<file path="src/hw/oer_pkg.sv">
// shared constants for the octal edge register
package oer_pkg;
	localparam int OER_BITS = 8;
	localparam int OER_SYNC_STAGES = 3;
	localparam logic OER_OE_RESET = 1'h0;
	localparam logic OER_LEVEL_RESET = 1'h0;
	localparam logic OER_ENABLE_N_RESET = 1'h1;
	localparam logic OER_VALID_RESET = 1'h0;
endpackage : oer_pkg

</file>
<file path="src/hw/oer_pin_sync.sv">
// three-stage pin synchroniser with agreement filter
`timescale 1ns/1ps
module oer_pin_sync
	import oer_pkg::*;
#(
	parameter int W = 1,
	parameter logic [W-1:0] INIT = '0
) (
	// clock and reset
	input wire logic clk,
	input wire logic reset,
	// pin side
	input wire logic [W-1:0] pin,
	// clock-domain side
	output logic [W-1:0] level
);
	typedef struct packed {
		logic [W-1:0] s1;
		logic [W-1:0] s2;
		logic [W-1:0] s3;
		logic [W-1:0] level;
	} oer_sync_s;

	oer_sync_s r;
	oer_sync_s next_r;

	always_comb begin
		next_r = r;
		next_r.s1 = pin;
		next_r.s2 = r.s1;
		next_r.s3 = r.s2;
		// a bit only moves once stages two and three agree, masking metastable glitches
		for (int i = 0; i < W; i++) begin
			if (r.s2[i] == r.s3[i]) begin
				next_r.level[i] = r.s3[i];
			end
		end
	end

	always_ff @(posedge clk) begin
		if (reset) begin
			r <= {INIT, INIT, INIT, INIT};
		end else begin
			r <= next_r;
		end
	end

	assign level = r.level;
endmodule : oer_pin_sync

</file>
<file path="src/hw/oer_octal_reg.sv">
// eight-bit edge register with shared clock pin and three-state outputs
`timescale 1ns/1ps
module oer_octal_reg
	import oer_pkg::*;
#(
	parameter int BITS = OER_BITS
) (
	// system clock and reset
	input wire logic clk,
	input wire logic reset,
	// register clock and enable pins
	input wire logic reg_clk_pin,
	input wire logic out_enable_n,
	// data input pins and whether each is actively driven
	input wire logic [BITS-1:0] data_in,
	input wire logic [BITS-1:0] data_in_driven,
	// three-state outputs
	output logic [BITS-1:0] data_out,
	output logic [BITS-1:0] data_out_oe,
	// status
	output logic contents_valid
);
	typedef struct packed {
		logic clk_prev;
		logic [BITS-1:0] previous_level;
		logic [BITS-1:0] store;
		logic valid;
		logic [BITS-1:0] out;
		logic [BITS-1:0] oe;
	} oer_s;

	oer_s r;
	oer_s next_r;
	logic clk_level;
	logic enable_n_level;
	logic [BITS-1:0] data_level;
	logic [BITS-1:0] driven_level;
	logic [BITS-1:0] held;
	logic clk_rise;

	oer_pin_sync #(.W(1), .INIT(OER_LEVEL_RESET)) u_clk_sync (
		.clk(clk),
		.reset(reset),
		.pin(reg_clk_pin),
		.level(clk_level)
	);

	oer_pin_sync #(.W(1), .INIT(OER_ENABLE_N_RESET)) u_oe_sync (
		.clk(clk),
		.reset(reset),
		.pin(out_enable_n),
		.level(enable_n_level)
	);

	oer_pin_sync #(.W(2 * BITS), .INIT('0)) u_data_sync (
		.clk(clk),
		.reset(reset),
		.pin({data_in_driven, data_in}),
		.level({driven_level, data_level})
	);

	always_comb begin
		next_r = r;
		clk_rise = clk_level & ~r.clk_prev;
		next_r.clk_prev = clk_level;
		// bus hold: a floating input keeps its last valid level
		for (int i = 0; i < BITS; i++) begin
			held[i] = driven_level[i] ? data_level[i] : r.previous_level[i];
		end
		next_r.previous_level = held;
		// capture runs regardless of the enable
		if (clk_rise) begin
			next_r.store = held;
			next_r.valid = 1'h1;
		end
		next_r.out = next_r.store;
		next_r.oe = {BITS{~enable_n_level}};
	end

	// stored bits take no reset on purpose: their power-up value is undefined
	always_ff @(posedge clk) begin
		if (reset) begin
			r.clk_prev <= OER_LEVEL_RESET;
			r.previous_level <= '0;
			r.valid <= OER_VALID_RESET;
			r.oe <= {BITS{OER_OE_RESET}};
			r.store <= next_r.store;
			r.out <= next_r.out;
		end else begin
			r <= next_r;
		end
	end

	assign data_out = r.out;
	assign data_out_oe = r.oe;
	assign contents_valid = r.valid;
endmodule : oer_octal_reg

</file>
<file path="config.mk">
export PLATFORM = sky130hd
export DESIGN_NAME = oer_octal_reg
export DESIGN_NICKNAME = d
export VERILOG_FILES = /design/src/hw/oer_pkg.sv /design/src/hw/oer_pin_sync.sv /design/src/hw/oer_octal_reg.sv
export SDC_FILE = /design/constraint.sdc
export NUM_CORES = 1
export LEC_CHECK = 0
export BUFFER_PORTS_ARGS = -buffer_cell sky130_fd_sc_hd__buf_4
export CORE_ASPECT_RATIO = 1.5
export CORE_UTILIZATION = 45
export DETAILED_ROUTE_END_ITERATION = 12
export PLACE_DENSITY_LB_ADDON = 0.08
export SLEW_MARGIN = 20
export SYNTH_ARGS = -nofsm -noshare
export SYNTH_HDL_FRONTEND = slang
export SYNTH_SLANG_ARGS = --single-unit
</file>
<file path="constraint.sdc">
create_clock -name clk -period 1.02 [get_ports clk]
set_input_delay 0.204 -clock clk [delete_from_list [all_inputs] [get_ports clk]]
set_output_delay 0.204 -clock clk [all_outputs]
set_load 0.02 [all_outputs]
</file>
# After elaboration in Yosys (flattened, before gate mapping)

Cells that the tools add are included.
Widths: inputs -> output; s select.

Word-level logic and storage cells: 63
Register bits after elaboration: 99
Input port bits: 20
Output and inout port bits: 17

Eq/ne operators: 18
Mux-type cells: 9
Bitwise gates (word level): 3

Operators by type and width:

| operator    | number |
|---|---|
| $eq 1x1->1  | 18 |
| $mux 9      | 1 |
| $mux 1      | 8 |
| $not 1->1   | 2 |
| $and 1x1->1 | 1 |

# Depth between registers and ports, before layout

Depth in word-level cells: 3
Mapped depth: 3
Mapped depth without buffers: 2

# Cells and area by module

Synthesis repeated with hierarchy kept, for this count alone.

Cell total of the unflattened synthesis: 270
Area, all modules: 3175.5 um2

By module, submodules not included:

| module                     | area each (um2) | seq. area each (um2) | cells an instance | times used |
|---|---|---|---|---|
| oer_pin_sync (u_data_sync) | 2170.8          | 1281.2               | 183               | 1 |
| oer_octal_reg              | 777.0           | 460.4                | 67                | 1 |
| oer_pin_sync (u_oe_sync)   | 115.1           | 80.1                 | 10                | 1 |
| oer_pin_sync (u_clk_sync)  | 112.6           | 80.1                 | 10                | 1 |

# Worst setup path after synthesis

OpenSTA, ideal clock, no wires.

Path type: flip-flop to flip-flop
Start point: register r[33] (netlist name)
End point: register r (netlist bit data_out[0]), enable pin
Data arrival time: 0.736 ns
Stages on the path, launching flop included: 4
Path slack: -0.040 ns
Period minus slack after synthesis: 1.060 ns
Buffers on the path: 1
Cells stage by stage: dfxtp_1 -> nand2b_1 -> buf_2 -> inv_1

Longest elaborated chain between the ends: 3

Ends and longest elaborated chain:

| item                   | line                | text |
|---|---|---|
| from (decl)            | oer_octal_reg.sv:32 | `oer_s r;` |
| from (signal assigned) | oer_octal_reg.sv:90 | `r <= next_r;` |
| $not 1->1              | oer_octal_reg.sv:64 | `clk_rise = clk_level & ~r.clk_prev;` |
| $and 1x1->1            | oer_octal_reg.sv:64 |  |
| net clk_rise           | oer_octal_reg.sv:39 | `logic clk_rise;` |
| $mux 9                 | oer_octal_reg.sv:72 | `if (clk_rise) begin` |

The timed path passes the listed nets, and every way through them passes these cells.
A chain may end at the register's enable or synchronous reset.

# Worst setup path after layout

Start point: register data_out_oe[0] (netlist name)
End point: output data_out_oe[1]

RTL lines:

| item      | line                | text |
|---|---|---|
| to (decl) | oer_octal_reg.sv:19 | `output logic [BITS-1:0] data_out_oe,` |

No word-level cell between the ends.

==> key figures <==
Synthesis
  – Netlist cell types: 16
  – Register area share after synthesis: 66.96%
  – Seq cells post-synth: 91
  – Post-Syn Nets: 275
  – Gate Count Post-Synth: 255
  – Ys Warns: 0
  – Asr flop ratio synth: 0%
  – Avg Cell Area, Syn: 11.14 µm²
  – Syn Std Cell Area: 2840 µm²
  – Dominant synthesized flop cell: dfxtp_1
  – EDFF count, synth: 8

Worst setup path
  – CP endpoint kind: primary output
  – R2r setup slk: 0.08 ns
  – Slowest stage cell on the critical path: dfxtp_4
  – CP cell instances: buf_4
  – Worst R2R Start: u_clk_sync.level$_SDFFE_PP0N_
  – Worst EP required: 0.82 ns
  – CP arrival: 0.91 ns
  – CP startpoint: data_out_oe[0]$_SDFF_PP0_
  – Startpoint Class: flip-flop
  – Crit-path leading delay family: flip-flops
  – WP depth: 1
  – R2r endpoint: data_out[1]$_DFFE_PP_
  – Buf/Inv on CP: 1
  – CP Class: flip-flop to primary output
  – FF-to-FF path depth: 3
  – CP max stage delay: 0.40 ns
  – Worst setup path endpoint: data_out_oe[1]
  – Worst-path fanout max: 8

Global route
  – Vias in the first global route: 1,534
  – Maximum number of pins on one net before global-route repair: 24
  – Gr ovfl total: 0
  – Total GRT Usage: 13.35%
  – Global-route wire length before repair: 6.451 mm
  – Initial antenna violation count: 0

STA
  – Worst Skew: 0.007388 ns
  – Slew headroom: 81.46%
  – Slew Limit Fails: 0
  – Final Hold Viols: 0
  – Final setup violating endpoints: 16
  – Fin crit share: 108.9%
  – RSZ-0062 raised after global routing: yes
  – Worst-Margin Slew: 0.2780 ns
  – Final worst setup slack: -0.09099 ns
  – Minimum clock period: 1.111 ns
  – Maximum operating frequency: 900.1 MHz

Place
  – Port bufs: 36
  – Detailed placer's ending HPWL: 2.481 mm
  – GPL Wtd Cong: 0.6686
  – Dpl cells: 346

CTS
  – CTS HTree Levels: 3
  – Num CTS Buffers: 9
  – Root Buffer: clkbuf_8
  – Clock Latency Late Sink: 0.35 ns
  – CTS tree: done
  – Clk buf depth: 2
  – CTS clock-pin slew for the worst setup and hold paths: 0.09 ns
  – Clk sink count: 91
  – CTS hold repair buffers: 0

Layout
  – Antenna diode count: 0
  – Post-Route Utilization: 54.92%
  – Final non-filler cell total: 362
  – Fillcell total: 567
  – Commonest non-fill, non-tap cell in the layout: dfxtp_1
  – Nets: 303
  – Most frequent cells in the layout: 80 x dfxtp_1, 52 x nor2b_1, 29 x buf_4
  – Area delta synth->final: 18.55%
  – Share of cells above drive strength 1: 21.53%

Power and ir drop
  – Max IR drop VDD: 1.028 mV
  – P_leak: 0.001291 µW
  – Power Dens Cells: 1926 nW/µm²

Floorplanning
  – Die area: 6640 µm²
  – Die height: 99.30 µm
  – # rows: 35
  – Core Region: 6131 µm²
  – Ports: 37
  – Starting Density: 46.33%
  – Die width: 66.87 µm

Run
  – Max Cap Viol: 0

Routing
  – Drc violations: 0
  – DR WL/cell: 10.19 µm
  – Drt total wl: 3.689 mm
  – DR pass1 iterations: 4
  – Antenna-violating nets left: 0
  – Initial DRC count: 44
  – Via-per-instance ratio: 4.544
  – Vias: 1,645

Run status
  – Failing checks: setup timing
  – Outcome: finished, violations left

Worst hold path
  – Worst min-delay path class: input port to flip-flop
-- synth_stat cells, drive strengths merged (2+ instances only) --
master   n  share of area (%)
mux2i    8                2.8
or2      3               0.66
a21oi   19                3.3
o21ai   17                3.0
buf     25                6.3
dfxtp   83                 59
nor2    18                2.4
edfxtp   8                8.5
nand2   17                2.2
nor2b   52                 11
inv      2               0.26
-- routing by layer --
metal	up-vias	routed length, µm	global-route usage [%]
met1	739	1725	14.90
met4	0	132	10.80
met5	-	0	0
li1	854	-	-
met3	10	169	4.128
met2	42	1662	20.44
-- sequential cells by signal (all words and copies together) (netlist names) --
name / flops
u_oe_sync.r: 1
data_out: 8
u_clk_sync.next_r: 2
u_data_sync.level: 16
u_clk_sync.r: 1
contents_valid: 1
u_oe_sync.level: 1
data_out_oe: 1
u_oe_sync.next_r: 2
u_data_sync.next_r: 32
u_data_sync.r: 16
u_clk_sync.level: 1
r: 9
-- how the worst min path moves through the flow --
stage	startpoint	to	cells past startpoint
2_1_floorplan	out_enable_n	u_oe_sync.next_r[2]$_SDFF_PP1_	1
3_3_place_gp	out_enable_n	u_oe_sync.next_r[2]$_SDFF_PP1_	2
3_5_place_dp	out_enable_n	u_oe_sync.next_r[2]$_SDFF_PP1_	2
4_1_cts	out_enable_n	u_oe_sync.next_r[2]$_SDFF_PP1_	2
5_1_grt	out_enable_n	u_oe_sync.next_r[2]$_SDFF_PP1_	2
6_report	out_enable_n	u_oe_sync.next_r[2]$_SDFF_PP1_	2
-- cell families after synthesis --
kind of cell	synth area share, %
flip-flops	66.96
AND/OR/NAND/NOR	16.96
AO/OA/AOI/OAI	6.608
multiplexers	2.819
buffers and inverters	6.652
-- report_power, final --
group          internal [µW]  switching [µW]
clock                   1390            1190
sequential              3680            30.9
combinational            118            77.0
-- per-stage QoR --
step	setup TNS (ns)	total power [µW]	hold WS (ns)	area (µm²)	setup WS, ns
floorplan	0	3902	0.3011	2840	0.04288
global placement	0	3992	0.3831	3099	0.08331
detailed placement	0	3997	0.3853	3099	0.05758
CTS	-1.478	6567	0.007252	3363	-0.1070
global route	-1.960	6748	0.01257	3367	-0.1451
finish	-1.196	6486	0.01818	3367	-0.09099
-- cell type report --
class | instances | area, µm² | share of cell area [%]
Clock buffer | 10 | 127.6 | 3.790
Clock inverter | 6 | 86.33 | 2.564
Inverter | 2 | 10.01 | 0.2973
Multi-Input combinational cell | 136 | 749.5 | 22.26
Sequential cell | 91 | 1908 | 56.67
Tap cell | 74 | 92.59 | 2.750
Timing Repair Buffer | 43 | 392.9 | 11.67
-- timing repair --
action / in CTS / in global routing
endpoints found under the setup margin: 17 / 24
pin swaps: 0 / 0
buffers inserted: 0 / 0
gates resized for setup: 15 / 2
(Power assumes the default switching activity.)
